--- config.mk ---
export PLATFORM = sky130hd
export DESIGN_NAME = srxpc_regs
export DESIGN_NICKNAME = d
export VERILOG_FILES = /design/src/srxpc_pkg.sv /design/src/srxpc_serial_port.sv /design/src/srxpc_regs.sv
export SDC_FILE = /design/constraint.sdc
export NUM_CORES = 1
export LEC_CHECK = 0
export ABC_AREA = 1
export ABC_CLOCK_PERIOD_IN_PS = 11250
export BUFFER_PORTS_ARGS = -buffer_cell sky130_fd_sc_hd__buf_2
export CAP_MARGIN = 20
export CORE_UTILIZATION = 57
export CTS_BUF_LIST = sky130_fd_sc_hd__clkbuf_4
export CTS_CLUSTER_SIZE = 8
export DETAILED_ROUTE_END_ITERATION = 8
export HOLD_SLACK_MARGIN = 0.1
export PLACE_DENSITY_LB_ADDON = 0.3
export SLEW_MARGIN = 25
export SYNTH_ARGS = -nofsm -noshare
export SYNTH_HDL_FRONTEND = slang
export SYNTH_SLANG_ARGS = --single-unit
--- constraint.sdc ---
create_clock -name core_clk_i -period 11.25 [get_ports core_clk_i]
set_input_delay 1.6875 -clock core_clk_i [delete_from_list [all_inputs] [get_ports core_clk_i]]
set_output_delay 1.6875 -clock core_clk_i [all_outputs]
set_load 0.02 [all_outputs]
--- src/srxpc_pkg.sv ---
/*
  srxpc_pkg: register map, field positions, reset values and the serial
  port framing constants shared by the receive PHY control register bank.
  Assumes a byte-wide register space addressed by a 15-bit serial address.
*/
package srxpc_pkg;

  localparam int unsigned ADDR_W = 15;
  localparam int unsigned DATA_W = 8;
  localparam int unsigned LANES  = 8;

  // serial framing: one direction bit, address, then data bytes
  localparam int unsigned INSTR_BITS = 16;
  localparam logic [4:0]  INSTR_LAST = 5'h0F;

  localparam logic [ADDR_W-1:0] ADDR_MASTER_PD = 15'h0200;
  localparam logic [ADDR_W-1:0] ADDR_PHY_PD    = 15'h0201;
  localparam logic [ADDR_W-1:0] ADDR_GEN_PD    = 15'h0203;
  localparam logic [ADDR_W-1:0] ADDR_CDR_RST   = 15'h0206;
  localparam logic [ADDR_W-1:0] ADDR_CDR_MODE  = 15'h0230;
  localparam logic [ADDR_W-1:0] ADDR_EQ_01     = 15'h0250;

  localparam logic [DATA_W-1:0] RST_MASTER_PD = 8'h01;
  localparam logic [DATA_W-1:0] RST_PHY_PD    = 8'h00;
  localparam logic [DATA_W-1:0] RST_GEN_PD    = 8'h00;
  localparam logic [DATA_W-1:0] RST_CDR_RST   = 8'h01;
  localparam logic [DATA_W-1:0] RST_CDR_MODE  = 8'h20;
  localparam logic [DATA_W-1:0] RST_EQ_01     = 8'h88;

  localparam int unsigned MASTER_PD_BIT = 0;
  localparam int unsigned SYNC_PD_BIT   = 1;
  localparam int unsigned GEN_RSV_BIT   = 0;
  localparam int unsigned CDR_RUN_BIT   = 0;
  localparam int unsigned HALF_RATE_BIT = 5;
  localparam int unsigned DIV_LSB       = 1;
  localparam int unsigned DIV_W         = 2;
  localparam int unsigned EQ0_LSB       = 0;
  localparam int unsigned EQ1_LSB       = 4;
  localparam int unsigned EQ_W          = 4;

  localparam logic [DIV_W-1:0] DIV_NONE = 2'h0;
  localparam logic [DIV_W-1:0] DIV_BY2  = 2'h1;
  localparam logic [DIV_W-1:0] DIV_BY4  = 2'h2;
  localparam logic [EQ_W-1:0]  EQ_MANUAL = 4'h0;

endpackage : srxpc_pkg

--- src/srxpc_serial_port.sv ---
/*
  srxpc_serial_port: four-wire serial control port slave. Frames are a
  16-bit instruction (direction bit, 15-bit address, MSB first) followed by
  data bytes with the address rising by one per byte.
  Assumes chip select, serial clock and data in are synchronous to core_clk_i
  and the serial clock runs at most at one quarter of the core clock.
*/
`timescale 1ns/10ps
module srxpc_serial_port #(
  parameter int unsigned AW = 15,
  parameter int unsigned DW = 8
) (
  input  wire logic          clk_i,
  input  wire logic          rst_n_i,
  input  wire logic          cs_n_i,
  input  wire logic          sclk_i,
  input  wire logic          sdi_i,
  input  wire logic [DW-1:0] rd_data_i,
  output logic               sdo_o,
  output logic               sdo_oe_n_o,
  output logic [AW-1:0]      addr_o,
  output logic               wr_stb_o,
  output logic [AW-1:0]      wr_addr_o,
  output logic [DW-1:0]      wr_data_o
);

  logic          sclk_q;
  logic [4:0]    icnt_q;
  logic [2:0]    dcnt_q;
  logic [14:0]   instr_q;
  logic          read_q;
  logic [DW-1:0] rx_q;
  logic [DW-1:0] tx_q;
  logic          rise;
  logic          fall;
  logic          data_ph;

  assign rise    = sclk_i & ~sclk_q & ~cs_n_i;
  assign fall    = ~sclk_i & sclk_q & ~cs_n_i;
  assign data_ph = (icnt_q == 5'h10);

  always_ff @(posedge clk_i or negedge rst_n_i) begin
    if (!rst_n_i) begin
      sclk_q <= 1'b0;
    end else begin
      sclk_q <= sclk_i;
    end
  end

  // instruction phase and address tracking
  always_ff @(posedge clk_i or negedge rst_n_i) begin
    if (!rst_n_i) begin
      icnt_q  <= 5'h00;
      instr_q <= 15'h0000;
      read_q  <= 1'b0;
      addr_o  <= '0;
    end else if (cs_n_i) begin
      icnt_q <= 5'h00;
    end else if (rise && !data_ph) begin
      instr_q <= {instr_q[13:0], sdi_i};
      icnt_q  <= icnt_q + 5'h01;
      if (icnt_q == srxpc_pkg::INSTR_LAST) begin
        read_q <= instr_q[14];
        addr_o <= AW'({instr_q[13:0], sdi_i});
      end
    end else if (rise && dcnt_q == 3'h7) begin
      addr_o <= addr_o + AW'(1);
    end
  end

  // data receive and write strobe
  always_ff @(posedge clk_i or negedge rst_n_i) begin
    if (!rst_n_i) begin
      dcnt_q    <= 3'h0;
      rx_q      <= '0;
      wr_stb_o  <= 1'b0;
      wr_addr_o <= '0;
      wr_data_o <= '0;
    end else begin
      wr_stb_o <= 1'b0;
      if (cs_n_i) begin
        dcnt_q <= 3'h0;
      end else if (rise && data_ph) begin
        rx_q   <= {rx_q[DW-2:0], sdi_i};
        dcnt_q <= dcnt_q + 3'h1;
        if (dcnt_q == 3'h7 && !read_q) begin
          wr_stb_o  <= 1'b1;
          wr_addr_o <= addr_o;
          wr_data_o <= {rx_q[DW-2:0], sdi_i};
        end
      end
    end
  end

  // read data leaves on falling edges, first bit after the last address bit
  always_ff @(posedge clk_i or negedge rst_n_i) begin
    if (!rst_n_i) begin
      tx_q       <= '0;
      sdo_o      <= 1'b0;
      sdo_oe_n_o <= 1'b1;
    end else begin
      sdo_oe_n_o <= ~(~cs_n_i & data_ph & read_q);
      if (fall && data_ph && read_q) begin
        if (dcnt_q == 3'h0) begin
          sdo_o <= rd_data_i[DW-1];
          tx_q  <= {rd_data_i[DW-2:0], 1'b0};
        end else begin
          sdo_o <= tx_q[DW-1];
          tx_q  <= {tx_q[DW-2:0], 1'b0};
        end
      end
    end
  end

endmodule : srxpc_serial_port

--- src/srxpc_regs.sv ---
/*
  srxpc_regs: control register bank for the eight-lane serial receive PHY.
  Holds power-down, recovery reset, recovery mode and lane 0/1 equalizer
  settings and drives them as static controls to the PHY analog.
  Assumes the serial control port pins are synchronous to core_clk_i.
*/
`timescale 1ns/10ps
module srxpc_regs #(
  parameter int unsigned LANES = srxpc_pkg::LANES
) (
  input  wire logic             core_clk_i,
  input  wire logic             rst_n_i,
  input  wire logic             spi_cs_n_i,
  input  wire logic             spi_sclk_i,
  input  wire logic             spi_sdi_i,
  output logic                  spi_sdo_o,
  output logic                  spi_sdo_oe_n_o,
  output logic [LANES-1:0]      lane_phy_power_down_o,
  output logic                  bias_power_down_o,
  output logic                  sync_buffer_power_down_o,
  output logic                  recovery_logic_reset_n_o,
  output logic                  half_rate_enable_o,
  output logic [2:0]            oversample_sel_o,
  output logic [3:0]            lane0_equalizer_code_o,
  output logic [3:0]            lane1_equalizer_code_o,
  output logic [1:0]            lane_eq_manual_o
);

  localparam int unsigned AW = srxpc_pkg::ADDR_W;
  localparam int unsigned DW = srxpc_pkg::DATA_W;

  logic [1:0]    rst_sync_q;
  logic          rst_n;
  logic [AW-1:0] addr;
  logic          wr_stb;
  logic [AW-1:0] wr_addr;
  logic [DW-1:0] wr_data;
  logic [DW-1:0] rd_data;

  logic          receiver_master_power_down_q;
  logic [DW-1:0] lane_phy_power_down_q;
  logic [1:0]    gen_pd_q;
  logic          cdr_run_q;
  logic [DW-1:0] cdr_mode_q;
  logic [DW-1:0] eq01_q;

  function automatic logic eq_is_manual(input logic [3:0] code);
    eq_is_manual = (code == srxpc_pkg::EQ_MANUAL);
  endfunction : eq_is_manual

  // one-hot {by4, by2, none}; reserved code gives all zero
  function automatic logic [2:0] div_decode(input logic [1:0] code);
    unique case (code)
      srxpc_pkg::DIV_NONE: div_decode = 3'h1;
      srxpc_pkg::DIV_BY2:  div_decode = 3'h2;
      srxpc_pkg::DIV_BY4:  div_decode = 3'h4;
      default:             div_decode = 3'h0;
    endcase
  endfunction : div_decode

  // release is delayed two edges so every flop below leaves reset on the same edge
  always_ff @(posedge core_clk_i or negedge rst_n_i) begin
    if (!rst_n_i) begin
      rst_sync_q <= 2'h0;
    end else begin
      rst_sync_q <= {rst_sync_q[0], 1'b1};
    end
  end
  assign rst_n = rst_sync_q[1];

  srxpc_serial_port #(
    .AW (AW),
    .DW (DW)
  ) u_port (
    .clk_i      (core_clk_i),
    .rst_n_i    (rst_n),
    .cs_n_i     (spi_cs_n_i),
    .sclk_i     (spi_sclk_i),
    .sdi_i      (spi_sdi_i),
    .rd_data_i  (rd_data),
    .sdo_o      (spi_sdo_o),
    .sdo_oe_n_o (spi_sdo_oe_n_o),
    .addr_o     (addr),
    .wr_stb_o   (wr_stb),
    .wr_addr_o  (wr_addr),
    .wr_data_o  (wr_data)
  );

  // register writes; unmapped addresses are ignored
  always_ff @(posedge core_clk_i or negedge rst_n) begin
    if (!rst_n) begin
      receiver_master_power_down_q <= srxpc_pkg::RST_MASTER_PD[srxpc_pkg::MASTER_PD_BIT];
      lane_phy_power_down_q        <= srxpc_pkg::RST_PHY_PD;
      gen_pd_q                     <= srxpc_pkg::RST_GEN_PD[1:0];
      cdr_run_q                    <= srxpc_pkg::RST_CDR_RST[srxpc_pkg::CDR_RUN_BIT];
      cdr_mode_q                   <= srxpc_pkg::RST_CDR_MODE;
      eq01_q                       <= srxpc_pkg::RST_EQ_01;
    end else if (wr_stb) begin
      unique case (wr_addr)
        srxpc_pkg::ADDR_MASTER_PD:
          receiver_master_power_down_q <= wr_data[srxpc_pkg::MASTER_PD_BIT];
        srxpc_pkg::ADDR_PHY_PD:   lane_phy_power_down_q <= wr_data;
        srxpc_pkg::ADDR_GEN_PD:   gen_pd_q <= wr_data[1:0];
        srxpc_pkg::ADDR_CDR_RST:  cdr_run_q <= wr_data[srxpc_pkg::CDR_RUN_BIT];
        srxpc_pkg::ADDR_CDR_MODE: cdr_mode_q <= wr_data;
        srxpc_pkg::ADDR_EQ_01:    eq01_q <= wr_data;
        default: ;
      endcase
    end
  end

  // read back; reserved read-only bits and unmapped addresses read zero
  always_comb begin
    rd_data = '0;
    unique case (addr)
      srxpc_pkg::ADDR_MASTER_PD: rd_data[srxpc_pkg::MASTER_PD_BIT] = receiver_master_power_down_q;
      srxpc_pkg::ADDR_PHY_PD:    rd_data = lane_phy_power_down_q;
      srxpc_pkg::ADDR_GEN_PD:    rd_data[1:0] = gen_pd_q;
      srxpc_pkg::ADDR_CDR_RST:   rd_data[srxpc_pkg::CDR_RUN_BIT] = cdr_run_q;
      srxpc_pkg::ADDR_CDR_MODE:  rd_data = cdr_mode_q;
      srxpc_pkg::ADDR_EQ_01:     rd_data = eq01_q;
      default:                   rd_data = '0;
    endcase
  end

  // power controls; the master bit overrides every lane so no lane can be
  // left biased while the shared bias is off
  always_ff @(posedge core_clk_i or negedge rst_n) begin
    if (!rst_n) begin
      lane_phy_power_down_o    <= '1;
      bias_power_down_o        <= 1'b1;
      sync_buffer_power_down_o <= srxpc_pkg::RST_GEN_PD[srxpc_pkg::SYNC_PD_BIT];
    end else begin
      for (int i = 0; i < LANES; i++) begin
        lane_phy_power_down_o[i] <= lane_phy_power_down_q[i]
                                    | receiver_master_power_down_q;
      end
      bias_power_down_o        <= receiver_master_power_down_q;
      sync_buffer_power_down_o <= gen_pd_q[srxpc_pkg::SYNC_PD_BIT];
    end
  end

  // recovery controls; held in reset while the reset bit reads 0
  always_ff @(posedge core_clk_i or negedge rst_n) begin
    if (!rst_n) begin
      recovery_logic_reset_n_o <= srxpc_pkg::RST_CDR_RST[srxpc_pkg::CDR_RUN_BIT];
      half_rate_enable_o       <= srxpc_pkg::RST_CDR_MODE[srxpc_pkg::HALF_RATE_BIT];
      oversample_sel_o         <= 3'h1;
    end else begin
      recovery_logic_reset_n_o <= cdr_run_q;
      half_rate_enable_o       <= cdr_mode_q[srxpc_pkg::HALF_RATE_BIT];
      oversample_sel_o <= div_decode(
        cdr_mode_q[srxpc_pkg::DIV_LSB +: srxpc_pkg::DIV_W]);
    end
  end

  // equalizer codes; a zero code hands the lane over to manual settings
  always_ff @(posedge core_clk_i or negedge rst_n) begin
    if (!rst_n) begin
      lane0_equalizer_code_o <= srxpc_pkg::RST_EQ_01[3:0];
      lane1_equalizer_code_o <= srxpc_pkg::RST_EQ_01[7:4];
      lane_eq_manual_o       <= 2'h0;
    end else begin
      lane0_equalizer_code_o <= eq01_q[srxpc_pkg::EQ0_LSB +: srxpc_pkg::EQ_W];
      lane1_equalizer_code_o <= eq01_q[srxpc_pkg::EQ1_LSB +: srxpc_pkg::EQ_W];
      lane_eq_manual_o[0] <= eq_is_manual(eq01_q[srxpc_pkg::EQ0_LSB +: srxpc_pkg::EQ_W]);
      lane_eq_manual_o[1] <= eq_is_manual(eq01_q[srxpc_pkg::EQ1_LSB +: srxpc_pkg::EQ_W]);
    end
  end

  // write-to-output latency is two edges after the strobe: register, then output flop
  property p_lane_hi_pd;
    @(posedge core_clk_i) disable iff (!rst_n)
    wr_stb && wr_addr == srxpc_pkg::ADDR_PHY_PD && wr_data[7]
      |-> ##2 lane_phy_power_down_o[7];
  endproperty
  a_lane_hi_pd: assert property (p_lane_hi_pd) else $error("lane 7 not powered down");

  property p_lane_lo_pd;
    @(posedge core_clk_i) disable iff (!rst_n)
    wr_stb && wr_addr == srxpc_pkg::ADDR_PHY_PD && !wr_data[0]
      && !receiver_master_power_down_q ##1 !wr_stb[*1]
      |-> ##1 !lane_phy_power_down_o[0];
  endproperty
  a_lane_lo_pd: assert property (p_lane_lo_pd) else $error("lane 0 wrongly powered down");

  property p_sync_pd;
    @(posedge core_clk_i) disable iff (!rst_n)
    wr_stb && wr_addr == srxpc_pkg::ADDR_GEN_PD
      |-> ##2 sync_buffer_power_down_o == $past(wr_data[1], 2);
  endproperty
  a_sync_pd: assert property (p_sync_pd) else $error("sync buffer control mismatch");

  property p_clock_recovery_reset_ctrl;
    @(posedge core_clk_i) disable iff (!rst_n)
    wr_stb && wr_addr == srxpc_pkg::ADDR_CDR_RST
      |-> ##2 recovery_logic_reset_n_o == $past(wr_data[srxpc_pkg::CDR_RUN_BIT], 2);
  endproperty
  a_clock_recovery_reset_ctrl: assert property (p_clock_recovery_reset_ctrl) else $error("recovery reset mismatch");

  property p_half_rate;
    @(posedge core_clk_i) disable iff (!rst_n)
    wr_stb && wr_addr == srxpc_pkg::ADDR_CDR_MODE
      |-> ##2 half_rate_enable_o == $past(wr_data[5], 2);
  endproperty
  a_half_rate: assert property (p_half_rate) else $error("half rate select mismatch");

  property p_div_none;
    @(posedge core_clk_i) disable iff (!rst_n)
    cdr_mode_q[2:1] == 2'h0 |=> oversample_sel_o == 3'h1;
  endproperty
  a_div_none: assert property (p_div_none) else $error("no-division select wrong");

  property p_div_two;
    @(posedge core_clk_i) disable iff (!rst_n)
    cdr_mode_q[2:1] == 2'h1 |=> oversample_sel_o == 3'h2;
  endproperty
  a_div_two: assert property (p_div_two) else $error("divide by 2 select wrong");

  property p_div_four;
    @(posedge core_clk_i) disable iff (!rst_n)
    cdr_mode_q[2:1] == 2'h2 |=> oversample_sel_o == 3'h4;
  endproperty
  a_div_four: assert property (p_div_four) else $error("divide by 4 select wrong");

  property p_eq_codes;
    @(posedge core_clk_i) disable iff (!rst_n)
    wr_stb && wr_addr == srxpc_pkg::ADDR_EQ_01
      |-> ##2 {lane1_equalizer_code_o, lane0_equalizer_code_o} == $past(wr_data, 2)
          && lane_eq_manual_o[0] == ($past(wr_data[3:0], 2) == 4'h0);
  endproperty
  a_eq_codes: assert property (p_eq_codes) else $error("equalizer code mismatch");

  property p_master_pd;
    @(posedge core_clk_i) disable iff (!rst_n)
    receiver_master_power_down_q[*2] |-> bias_power_down_o && (&lane_phy_power_down_o);
  endproperty
  a_master_pd: assert property (p_master_pd) else $error("master power-down not applied");

  // master released for two cycles must hand the bias back
  property p_master_off;
    @(posedge core_clk_i) disable iff (!rst_n)
    (!receiver_master_power_down_q)[*2] |-> !bias_power_down_o;
  endproperty
  a_master_off: assert property (p_master_off) else $error("bias still powered down");

  property p_bias_pd;
    @(posedge core_clk_i) disable iff (!rst_n)
    wr_stb && wr_addr == srxpc_pkg::ADDR_MASTER_PD
      |-> ##2 bias_power_down_o == $past(wr_data[0], 2);
  endproperty
  a_bias_pd: assert property (p_bias_pd) else $error("bias control mismatch");

  // only with the master bit clear, since that bit masks every lane
  property p_lane_mid_pd;
    @(posedge core_clk_i) disable iff (!rst_n)
    wr_stb && wr_addr == srxpc_pkg::ADDR_PHY_PD && !receiver_master_power_down_q
      ##1 (!wr_stb)[*1]
      |-> ##1 lane_phy_power_down_o[7:2] == $past(wr_data[7:2], 2);
  endproperty
  a_lane_mid_pd: assert property (p_lane_mid_pd) else $error("lanes 2 to 7 mismatch");

  property p_lane_one_pd;
    @(posedge core_clk_i) disable iff (!rst_n)
    wr_stb && wr_addr == srxpc_pkg::ADDR_PHY_PD && wr_data[1]
      |-> ##2 lane_phy_power_down_o[1];
  endproperty
  a_lane_one_pd: assert property (p_lane_one_pd) else $error("lane 1 not powered down");

  property p_eq_manual_hi;
    @(posedge core_clk_i) disable iff (!rst_n)
    wr_stb && wr_addr == srxpc_pkg::ADDR_EQ_01
      |-> ##2 lane_eq_manual_o[1] == ($past(wr_data[7:4], 2) == 4'h0);
  endproperty
  a_eq_manual_hi: assert property (p_eq_manual_hi) else $error("lane 1 manual mismatch");

  // sdo must be released whenever the port is deselected
  property p_sdo_quiet;
    @(posedge core_clk_i) disable iff (!rst_n)
    spi_cs_n_i |=> spi_sdo_oe_n_o;
  endproperty
  a_sdo_quiet: assert property (p_sdo_quiet) else $error("sdo driven while deselected");

  // static controls: the PHY analog must not see a glitch between writes
  property p_controls_stand;
    @(posedge core_clk_i) disable iff (!rst_n)
    !wr_stb |-> ##2 $stable({lane_phy_power_down_o, bias_power_down_o,
                             sync_buffer_power_down_o, recovery_logic_reset_n_o,
                             half_rate_enable_o, oversample_sel_o,
                             lane0_equalizer_code_o, lane1_equalizer_code_o,
                             lane_eq_manual_o});
  endproperty
  a_controls_stand: assert property (p_controls_stand) else $error("output moved unwritten");

endmodule : srxpc_regs

**Word-level counts from Yosys, hierarchy flattened**

Index checks and enable logic that the tools add are counted.

- Register bits: 136
- Output and inout port bits: 27
- Logic and storage cells: 110

- Add/sub/neg operators: 3
- Eq/ne operators: 18
- Mux-type cells: 16
- Bitwise gates (word level): 18
- Reductions and logical operators: 26

Operators with widths:

| kind | number |
|---|---|
| equality test 15 x 10 -> 1 bit (second input constant) | 12 |
| 2-to-1 mux 15 bit | 3 |
| one-hot mux 6 bit (3 select lines) | 1 |
| AND reduction 2 bit | 8 |
| adder 15 x 1 -> 15 bit (second input constant) | 1 |
| 2-to-1 mux 5 bit | 2 |
| one-hot mux 3 bit (3 select lines) | 1 |
| AND reduction 3 bit | 3 |
| logical NOT 4 bit | 2 |
| 2-to-1 mux 8 bit | 1 |
| OR 1 bit | 8 |
| AND 1 bit | 6 |
| logical AND 1 bit | 6 |
| 2-to-1 mux 3 bit | 2 |
| one-hot mux 1 bit (6 select lines) | 1 |
| nonzero test 2 bit | 3 |
| adder 5 x 1 -> 5 bit (second input constant) | 1 |
| equality test 5 x 4 -> 1 bit (second input constant) | 1 |
| equality test 5 bit (second input constant) | 1 |
| 2-to-1 mux 1 bit | 4 |
| NOT 1 bit | 4 |
| one-hot mux 1 bit (4 select lines) | 1 |
| adder 3 x 1 -> 3 bit (second input constant) | 1 |
| equality test 3 bit (second input constant) | 1 |
| other kinds (6) | 7 |

**Depth between registers and ports, before layout**

Gate-level depths: netlist of the first run.

- Depth in word-level cells: 6
- Gate-level depth with buffers: 12

**Cells and area by module**

From an unflattened synthesis of the first run, not the netlist that was laid out.

- Cells, all modules: 716
- Area total of the unflattened synthesis: 6408.6 um^2

By module, submodules not included:

| module | instances | cells each | area an instance (um^2) | seq. area each (um^2) |
|---|---|---|---|---|
| srxpc_serial_port | 1 | 437 | 3818.7 | 2003.2 |
| srxpc_regs | 1 | 279 | 2590.0 | 1400.1 |

**Least setup slack after synthesis of the first run**

OpenSTA, ideal clock, no wires.

- Path type: in2reg
- Start point: input port spi_cs_n_i
- End point: register u_port.addr_o[9]
- Setup time: 0.124 ns
- Arrival time: 2.536 ns
- Data required time: 11.126 ns
- Path slack: 8.590 ns
- Stages on the path: 8
- Buffers on the path: 1
- Cell sequence: inv_2 > nand3_2 > nor2_2 > buf_6 > nand2_4 > nand2_4 > a21oi_1 > or2_1

- Word-level cells in the longest chain between the ends: 5
- Elaborated cells between the ends (all ways): 8

Ends and longest elaborated chain:

| item | line | RTL |
|---|---|---|
| from (decl) | srxpc_regs.sv:13 | `input wire logic spi_cs_n_i,` |
| NOT 1 bit (*) | srxpc_serial_port.sv:38 | `assign rise = sclk_i & ~sclk_q & ~cs_n_i;` |
| AND 1 bit | srxpc_serial_port.sv:38 |  |
| logical AND 1 bit, on equally long branches | srxpc_serial_port.sv:59, srxpc_serial_port.sv:66 |  |
| != test 2 bit (no line) or nonzero test 2 bit (tied branches) | n/a |  |
| AND reduction 3 bit (no line) | n/a |  |
| to (signal assigned) | srxpc_serial_port.sv:64 | `addr_o <= AW'({instr_q[13:0], sdi_i});` |
| to (signal assigned) | srxpc_serial_port.sv:67 | `addr_o <= addr_o + AW'(1);` |
| to (decl) | srxpc_serial_port.sv:21 | `output logic [AW-1:0] addr_o,` |

Every way passes the cells marked *; elsewhere a longest branch is shown, timed or not.
A chain may end at the register's enable or synchronous reset.

**Worst setup path after layout of the first run**

- Start point: input port spi_cs_n_i
- End point: register u_port.wr_data_o[0]

- Word-level cells in the longest chain between the ends: 4

Ends and longest elaborated chain:

| item | line | RTL |
|---|---|---|
| NOT 1 bit (*) | srxpc_serial_port.sv:38 |  |
| AND 1 bit | srxpc_serial_port.sv:38 |  |
| logical AND 1 bit | srxpc_serial_port.sv:83 | `end else if (rise && data_ph) begin` |
| AND reduction 3 bit (no line) (*) | n/a |  |
| to (signal assigned) | srxpc_serial_port.sv:89 | `wr_data_o <= {rx_q[DW-2:0], sdi_i};` |
| to (decl) | srxpc_serial_port.sv:24 | `output logic [DW-1:0] wr_data_o` |

Marked as above.

==> run summary, run 1 <==
RSZ-0062 raised after global routing = false
Hold-fix buffers, CTS = 0
Initial drt markers = 382
Max FO, Critical Path = 44
Row count = 37
Setup CP Type = input pin to flip-flop
DRC = 0
Crit share post-route = 0.302
Synth top area cells = dfrtp_1 47%, nand2_1 11%, dfstp_2 8.6%
Final setup fails = 0
Clk slew on worst S/H paths = 0.13 ns
Max Buffers Root-to-Sink = 2
Fillers = 877
Max VDD drop = 92.0 uV
DP HPWL = 8370 um
Avg WL per Cell = 13.8 um
First-pass DRT Iterations = 6
Synthesized area = 0.00613 sq mm
Vias per cell = 5.31
Clock latency on the worst-skew pair = 0.55 ns
Worst-Margin Slew = 0.740 ns
Worst Reg-to-Reg Cells = 7
Rel. slew slack = 0.506
Die W = 106 um
Final Hold Viols = 0
Port bufs = 31
First-pass GRT wire length = 20800 um
Vias in the first global route = 4439
Worst EP required = 11.67 ns
Place WS = 7.32 ns
Post-synth top area share = 0.470
Antenna-violating nets left = 0
Mapped Nets = 699
Die Span Y = 106 um
All-layer global routing usage = 0.238
Gpl congestion = 0.840
Fin nets = 732
Synth unique cells = 39
Area occupied by registers = 0.00341 sq mm
CP arrival = 3.83 ns
Setup TNS = 0 ns
Max_cap viols = 0
Area of the multi-input gates = 0.00228 sq mm
Leakage power = 3.21 nW
Min Hold Slack = 0.331 ns
Async SR Flop Fraction = 1.00
Core Area = 0.0104 sq mm
Top-count cell post-synth = nand2_1
CTS Sinks = 135
Post-CTS resize count = 0
Ports = 32
Cts bufs inserted = 17
DIE AREA = 0.0112 sq mm
Layout cells sized above 1 = 0.184
Synth area leader = dfrtp_1
Sequential fraction of the synthesis area = 0.555
Root Driver = clkbuf_4
Ys flop type = dfrtp_1
Final Max Tran Viols = 0
Power Density = 137 mW/mm^2
Syn. warnings = 0
Startpoint Class = input pin
Critical Path Sink Type = flip-flop
Routed wire length = 12000 um
Antenna diode count = 0
Post-route setup slack = 7.85 ns
Post-synth EDFFs = 0
Peak Freq = 0.294 GHz
H-tree levels = 4
Syn_area_per_cell = 8.96 sq um
Commonest cells in the netlist = 187 x nand2_1, 115 x dfrtp_1, 72 x o21ai_0
#FFs+latches synth = 135
Largest net degree at the start of global routing = 56
Post-CTS Setup Bufs = 0
Post-synthesis cell count = 684
Hold Crit Class = flip-flop to asynchronous set/reset pin
Vias = 4595
TritonCTS clock tree = done
Syn-to-layout area delta = 8.82%
Initial antenna violation count = 0
Initial Utilization = 0.591
Gr ovfl total = 0
Fin crit period = 3.40 ns
Outcome = finished clean
Clock skew = 0.0218 ns
==> layer usage <==
layer | wire length [um] | vias to the layer above | global-route usage
met4 | 150 | 0 | 0.0942
met3 | 652 | 18 | 0.0476
met2 | 5570 | 136 | 0.369
li1 | - | 2258 | -
met5 | 0 | - | 0
met1 | 5600 | 2183 | 0.330
==> layout make-up <==
type	count	area share
repair buffers	33	0.0285
clock inverters	13	0.0293
multi-input cells	455	0.342
inverters	75	0.0426
well taps	136	0.0255
clock buffers	19	0.0214
flip-flops and latches	135	0.511
==> registers in the layout, indices dropped and copies added, names as in the netlist, 2 cells and up <==
signal and count:
cdr_mode_q 8, eq01_q 8, gen_pd_q 2, lane0_equalizer_code_o 4, lane1_equalizer_code_o 4, lane_eq_manual_o 2, lane_phy_power_down_o 8, lane_phy_power_down_q 8
oversample_sel_o 3, rst_sync_q 2, u_port.addr_o 15, u_port.dcnt_q 3, u_port.icnt_q 5, u_port.instr_q 15, u_port.rx_q 7, u_port.tx_q 7
u_port.wr_addr_o 15, u_port.wr_data_o 8
==> where the power goes <==
part / internal [mW] / total, mW / switching (mW)
logic: 0.0101 / 0.0344 / 0.0242
clock network: 0.185 / 0.368 / 0.183
registers: 0.501 / 0.510 / 0.00903
total: 0.695 / 0.912 / 0.216
==> critical path, cell delays in order <==
cell	delay, ns
buf_2	0.13
inv_2	0.08
nand3_2	0.12
nor2_2	0.61
nand3_2	0.75
inv_1	0.33
o21ai_0	0.11
==> cells by family after synthesis <==
| group | Yosys count | synth area share |
|---|---|---|
| adder cells (fa/ha/maj) | 10 | 0.0204 |
| buffers and inverters | 94 | 0.0735 |
| AND/OR/NAND/NOR | 332 | 0.248 |
| XOR/XNOR | 1 | 0.00143 |
| other | 1 | 0.000612 |
| AO/OA/AOI/OAI | 111 | 0.101 |
| flip-flops | 135 | 0.555 |
==> final timing paths <==
kind	startpoint	to	slack, ns
worst max register to register	u_port.icnt_q[0]$_DFFE_PN0P_	u_port.wr_data_o[0]$_DFFE_PN0P_	8.44
max in group asynchronous	rst_sync_q[1]$_DFF_PN0_	receiver_master_power_down_q$_DFFE_PN1P_	9.68
worst max-delay path	spi_cs_n_i	u_port.wr_data_o[0]$_DFFE_PN0P_	7.85
worst min-delay path	rst_sync_q[1]$_DFF_PN0_	u_port.tx_q[7]$_DFFE_PN0P_	0.33
worst min register to register	rst_sync_q[1]$_DFF_PN0_	u_port.tx_q[7]$_DFFE_PN0P_	0.33
min in group core_clk_i	rst_sync_q[0]$_DFF_PN0_	rst_sync_q[1]$_DFF_PN0_	0.37
==> cells in the final DEF, fill, tap and decap left out, types with 3 or more instances in the layout <==
master      synthesis  routed
bufinv_16           0       4
clkbuf_4            0      19
or2_2               7       7
o22ai_1             3       3
o21ai_0            72      72
dfstp_2            20      20
ha_1               10      10
inv_1              70      70
o21ai_1            10      10
inv_6               0       4
nand2_2             4       4
nand4_1             5       5
nand3_2             5       5
dfrtp_1           115     114
inv_2               4       4
nand3_1            44      44
nor2_1             50      50
a21oi_1            10      10
nor2_4              2       3
o21ai_2             8       8
o21bai_1            4       4
buf_2               4      31
nor4_1              3       3
nand2_1           187     187
nor3_1              7       7
nor2_2              8       7
clkinvlp_4          0       3
==> metrics by stage <==
| step | power [mW] | cell area (sq um) | std cells | util |
|---|---|---|---|---|
| 2_1_floorplan | 0.542 | 6130 | 684 | - |
| 3_3_place_gp | 0.550 | 6300 | 833 | 0.607 |
| 3_5_place_dp | 0.554 | 6330 | 834 | 0.610 |
| 4_1_cts | 0.918 | 6660 | 866 | 0.643 |
| 5_1_grt | 0.948 | 6670 | 866 | 0.643 |
| 6_report | 0.912 | 6670 | 866 | 0.643 |
Power figures use the tool's default switching activity.
==> run 2, diff against run 1 <==
--- a/config.mk
+++ b/config.mk
@@ -6,7 +6,7 @@
 export NUM_CORES = 1
 export LEC_CHECK = 0
 export ABC_AREA = 1
-export ABC_CLOCK_PERIOD_IN_PS = 11250
+export ABC_CLOCK_PERIOD_IN_PS = 3550
 export BUFFER_PORTS_ARGS = -buffer_cell sky130_fd_sc_hd__buf_2
 export CAP_MARGIN = 20
 export CORE_UTILIZATION = 57
==> constraint.sdc (replaced) <==
create_clock -name core_clk_i -period 3.55 [get_ports core_clk_i]
set_input_delay 0.5325 -clock core_clk_i [delete_from_list [all_inputs] [get_ports core_clk_i]]
set_output_delay 0.5325 -clock core_clk_i [all_outputs]
set_load 0.02 [all_outputs]
==> run 2 against run 1 <==
Effect of this change: clock skew up 0.0056 ns; clock-buffer cell count unchanged; hold slack worse by 0.15 ns; cell count up 0.23%; core utilization up 0.27 points; design area up 0.41%; clock power rose to 3.3 times the previous value; largest cell class unchanged.
==> run summary, run 2 (synthesized netlist as in run 1, its figures left out) <==
Outcome = finished clean
Fin crit period = 2.25 ns
Fin nets = 734
Worst path depth = 9
Post-CTS resize count = 0
Final Hold Viols = 0
Antenna-violating nets left = 0
Hold Crit Class = input pin to flip-flop
Row count = 37
Core Area = 0.0104 sq mm
Hold Path Depth = 1
Max_cap viols = 0
Port bufs = 31
Fillers = 844
Leakage power = 3.23 nW
Power Density = 440 mW/mm^2
Worst Reg-to-Reg Cells = 9
Final Max Tran Viols = 0
CP cell instances = inv_1 > ha_1 > nand4_4 > nor2_2 > nand2_4 > nand2_4 > inv_1 > a21oi_1 > o21ai_0
Antenna diode count = 0
Avg WL per Cell = 13.3 um
Clk slew on worst S/H paths = 0.12 ns
WP buf/inv = 2
Hold path startpoint = spi_sclk_i
Worst EP required = 3.95 ns
DRC = 0
Die Span Y = 106 um
Max Buffers Root-to-Sink = 2
Largest net degree at the start of global routing = 95
Initial drt markers = 271
Clock latency on the worst-skew pair = 0.53 ns
Vias = 4602
First-pass DRT Iterations = 5
Rel. slew slack = 0.524
Startpoint Class = flip-flop
Gpl congestion = 0.853
Flop2flop setup slack = 1.30 ns
Critical Path Sink Type = flip-flop
Crit path max-delay cell type = nor2_2
Most frequent cells in the layout = 187 x nand2_1, 114 x dfrtp_1, 72 x o21ai_0, 70 x inv_1, 50 x nor2_1
RSZ-0062 raised after global routing = false
Vias per cell = 5.30
Layout cells sized above 1 = 0.184
Cts bufs inserted = 17
Ports = 32
Post-CTS Setup Bufs = 0
Top Registers = u_port.addr_o: 15 flops, u_port.instr_q: 15 flops, u_port.wr_addr_o: 15 flops
Hold-fix buffers, CTS = 1
Vias in the first global route = 4275
Final setup fails = 0
Crit share post-route = 0.632
Total power = 2.95 mW
First-pass GRT wire length = 20100 um
Post-route cell area = 0.00670 sq mm
Setup TNS = 0 ns
DP HPWL = 8270 um
Clock skew = 0.0273 ns
H-tree levels = 4
Initial antenna violation count = 0
Syn-to-layout area delta = 9.27%
Routed wire length = 11500 um
Crit path max-delay family = simple AND/OR/NAND/NOR gates
Root Driver = clkbuf_4
DIE AREA = 0.0112 sq mm
Largest stage delay on the critical path = 0.58 ns
Die W = 106 um
All-layer global routing usage = 0.230
TritonCTS clock tree = done
Max VDD drop = 293 uV
CTS Sinks = 135
R2r endpoint = u_port.addr_o[4]$_DFFE_PN0P_
Gr ovfl total = 0
RR Startpoint = u_port.icnt_q[0]$_DFFE_PN0P_
Setup CP Type = flip-flop to flip-flop
Placed cell area = 0.00633 sq mm
Peak Freq = 0.445 GHz
Most common cell after layout, fill and taps aside = nand2_1
Worst-Margin Slew = 0.713 ns
Hold Path End = u_port.sclk_q$_DFF_PN0_
Max FO, Critical Path = 24
Initial Utilization = 0.591
CP arrival = 2.64 ns
==> run 2: cell type report <==
type	count	area, sq um	share of cell area
Multi-Input combinational cell	455	2270	0.340
Tap cell	136	170	0.0254
Clock inverter	13	218	0.0325
Timing Repair Buffer	35	200	0.0299
Clock buffer	19	143	0.0213
Inverter	75	284	0.0424
Sequential cell	135	3410	0.509
==> run 2: per-stage QoR <==
stage / worst slack, ns / std cells / utilization / hold WS, ns
floorplan: 1.32 / 684 / - / 0.237
global placement: 1.35 / 835 / 0.610 / 0.316
detailed placement: 1.30 / 835 / 0.610 / 0.320
CTS: 1.31 / 868 / 0.646 / 0.146
global route: 1.11 / 868 / 0.646 / 0.118
finish: 1.30 / 868 / 0.646 / 0.179
==> run 2: worst max-delay path by stage <==
stage	from	to	slack, ns
floorplan	rst_sync_q[1]$_DFF_PN0_	cdr_mode_q[0]$_DFFE_PN0P_	1.32
global placement	spi_cs_n_i	u_port.addr_o[4]$_DFFE_PN0P_	1.35
detailed placement	spi_cs_n_i	u_port.addr_o[4]$_DFFE_PN0P_	1.30
CTS	u_port.icnt_q[0]$_DFFE_PN0P_	u_port.addr_o[4]$_DFFE_PN0P_	1.31
global route	u_port.icnt_q[1]$_DFFE_PN0P_	u_port.wr_data_o[0]$_DFFE_PN0P_	1.11
finish	u_port.icnt_q[0]$_DFFE_PN0P_	u_port.addr_o[4]$_DFFE_PN0P_	1.30
==> run 2: layer usage <==
metal / part of all wire / track usage / up-vias
met2: 0.46 / 0.359 / 117
li1: - / - / 2280
met5: 0 / 0 / -
met4: 0.013 / 0.0734 / 0
met1: 0.47 / 0.317 / 2190
met3: 0.049 / 0.0581 / 15
==> run 2: report_power, final <==
group | internal, mW | switching [mW]
registers | 1.59 | 0.0276
logic | 0.0316 | 0.0768
clock network | 0.657 | 0.568
total | 2.28 | 0.672
==> run 2: worst register-to-register path, delay by kind of cell (launching register included) <==
family | cells | cell delay (ns)
buffers and inverters | 2 | 0.25
AND/OR/NAND/NOR | 4 | 1.06
adder cells (fa/ha/maj) | 1 | 0.22
AO/OA/AOI/OAI | 2 | 0.21
flip-flops | 1 | 0.41
==> run 3, diff against run 2 <==
--- a/config.mk
+++ b/config.mk
@@ -6,7 +6,7 @@
 export NUM_CORES = 1
 export LEC_CHECK = 0
 export ABC_AREA = 1
-export ABC_CLOCK_PERIOD_IN_PS = 3550
+export ABC_CLOCK_PERIOD_IN_PS = 2100
 export BUFFER_PORTS_ARGS = -buffer_cell sky130_fd_sc_hd__buf_2
 export CAP_MARGIN = 20
 export CORE_UTILIZATION = 57
==> constraint.sdc (replaced) <==
create_clock -name core_clk_i -period 2.1 [get_ports core_clk_i]
set_input_delay 0.315 -clock core_clk_i [delete_from_list [all_inputs] [get_ports core_clk_i]]
set_output_delay 0.315 -clock core_clk_i [all_outputs]
set_load 0.02 [all_outputs]
==> run 3 against run 2 <==
Effect of this change: design area rose by 2.0%; non-clock buffer count grew 10; hold slack improved by 0.13 ns; first-iteration DRC count rose by 37%; register-to-register slack got worse by 1.1 ns; routed wire length rose by 3.6%; power grew 75%; combinational power grew 81%; clock power rose by 84%; critical endpoint is now u_port.addr_o[9]$_DFFE_PN0P_.
==> run summary, run 3 (synthesized netlist as in run 1, its figures left out) <==
Fin nets = 744
H-tree levels = 4
Power Density = 756 mW/mm^2
Row count = 37
DIE AREA = 0.0112 sq mm
Largest stage delay on the critical path = 0.39 ns
Initial Utilization = 0.591
DRC = 0
Die W = 106 um
Util after Layout = 0.659
Initial drt markers = 371
Worst-Margin Slew = 0.520 ns
Max VDD drop = 378 uV
Peak Freq = 0.526 GHz
Routed wire length = 12000 um
Fin crit period = 1.90 ns
Total power = 5.17 mW
CP arrival = 2.32 ns
Most common cell after layout, fill and taps aside = nand2_1
Final std cells w/o fill = 879
Final Max Tran Viols = 0
RSZ-0062 raised after global routing = false
Largest net degree at the start of global routing = 45
Final Hold Viols = 0
Clock skew = 0.0240 ns
Setup CP Type = flip-flop to flip-flop
DP HPWL = 8400 um
Root Driver = clkbuf_4
Vias per cell = 5.40
Startpoint Class = flip-flop
Initial antenna violation count = 0
Gpl congestion = 0.871
Vias = 4744
CTS Sinks = 135
Final setup fails = 0
Post-route cell area = 0.00683 sq mm
CP cell instances = inv_1 > ha_1 > nand2_1 > nor3_2 > nor2_2 > buf_4 > inv_8 > o21ai_1 > a21oi_1 > or2_1
Placed cell area = 0.00638 sq mm
First-pass GRT wire length = 20700 um
Gr ovfl total = 0
Outcome = finished clean
Die Span Y = 106 um
Post-Place Cells = 841
Clock latency on the worst-skew pair = 0.54 ns
TritonCTS clock tree = done
Critical Path Sink Type = flip-flop
Leakage power = 3.30 nW
Max_cap viols = 0
Max FO, Critical Path = 32
WP buf/inv = 3
Top Registers = u_port.addr_o: 15 flops, u_port.instr_q: 15 flops, u_port.wr_addr_o: 15 flops
Crit share post-route = 0.906
Core Area = 0.0104 sq mm
First-pass DRT Iterations = 5
Syn-to-layout area delta = 11.5%
All-layer global routing usage = 0.238
Crit path max-delay cell type = dfrtp_1
Max Buffers Root-to-Sink = 2
Port bufs = 31
Cts bufs inserted = 17
Hold Crit Class = flip-flop to asynchronous set/reset pin
Antenna-violating nets left = 0
Worst EP required = 2.52 ns
Setup TNS = 0 ns
Vias in the first global route = 4464
Avg WL per Cell = 13.6 um
Ports = 32
Crit path max-delay family = buffers and inverters
Rel. slew slack = 0.653
Layout cells sized above 1 = 0.191
Clk slew on worst S/H paths = 0.13 ns
Most frequent cells in the layout = 187 x nand2_1, 114 x dfrtp_1, 72 x o21ai_0, 69 x inv_1, 50 x nor2_1
[run 3: cell count changes in the layout (fill, tap and decap cells not counted), sizes merged]
cell         delta
buf             +6
bufinv          +1
clkinvlp        -2
dlygate4sd3     +4
inv             +1
diode           +1
[run 3: path summary, 6_finish.rpt]
kind | startpoint | endpoint | slack, ns | cells past startpoint
worst max register to register | u_port.icnt_q[0]$_DFFE_PN0P_ | u_port.addr_o[9]$_DFFE_PN0P_ | 0.20 | 10
min in group core_clk_i | rst_sync_q[0]$_DFF_PN0_ | rst_sync_q[1]$_DFF_PN0_ | 0.38 | 0
worst min-delay path | rst_sync_q[1]$_DFF_PN0_ | u_port.rx_q[3]$_DFFE_PN0P_ | 0.31 | 0
worst max-delay path | u_port.icnt_q[0]$_DFFE_PN0P_ | u_port.addr_o[9]$_DFFE_PN0P_ | 0.20 | 10
max in group asynchronous | rst_sync_q[1]$_DFF_PN0_ | u_port.sdo_oe_n_o$_DFF_PN1_ | 1.08 | 1
worst min register to register | rst_sync_q[1]$_DFF_PN0_ | u_port.rx_q[3]$_DFFE_PN0P_ | 0.31 | 0
[run 3: worst reg2reg max path: cells and delay by family, from the launching register on]
family,cells,cell delay [ns]
compound gates,2,0.18
fa+ha+maj,1,0.24
simple gates,4,0.46
buf+inv,3,0.53
flops,1,0.39
[run 3: power breakdown]
part,switching (mW),leakage (nW),total (mW),internal (mW)
clock,1.01,0.203,2.24,1.23
sequential,0.0463,1.70,2.73,2.68
combinational,0.133,1.40,0.196,0.0635
[run 3: layout make-up]
type	instances	area, sq um
repair buffers	45	298
clock inverters	13	241
inverters	75	289
diodes	1	2.50
fillers	841	3540
multi-input cells	455	2280
well taps	136	170
clock buffers	19	143
flip-flops and latches	135	3410
[run 3: what timing repair did]
item / in CTS / in global routing
hold buffers: 5 / 0
gates resized for setup: 0 / 4
setup buffers: 0 / 0
hold endpoints to repair: 9 / 0
endpoints found under the setup margin: 0 / 13
[run 3: metrics by stage]
stage,hold WS [ns],worst slack (ns)
6_report,0.313,0.198
5_1_grt,0.369,0.0417
4_1_cts,0.341,0.0847
3_5_place_dp,0.102,0.116
3_3_place_gp,0.101,0.203
2_1_floorplan,0.0194,0.476
[run 3: routing by layer]
layer,vias up,global-route usage,share of wire
met4,0,0.0942,0.017
met5,-,0,0
met2,149,0.368,0.47
met3,20,0.0563,0.053
met1,2278,0.326,0.46
li1,2297,-,-
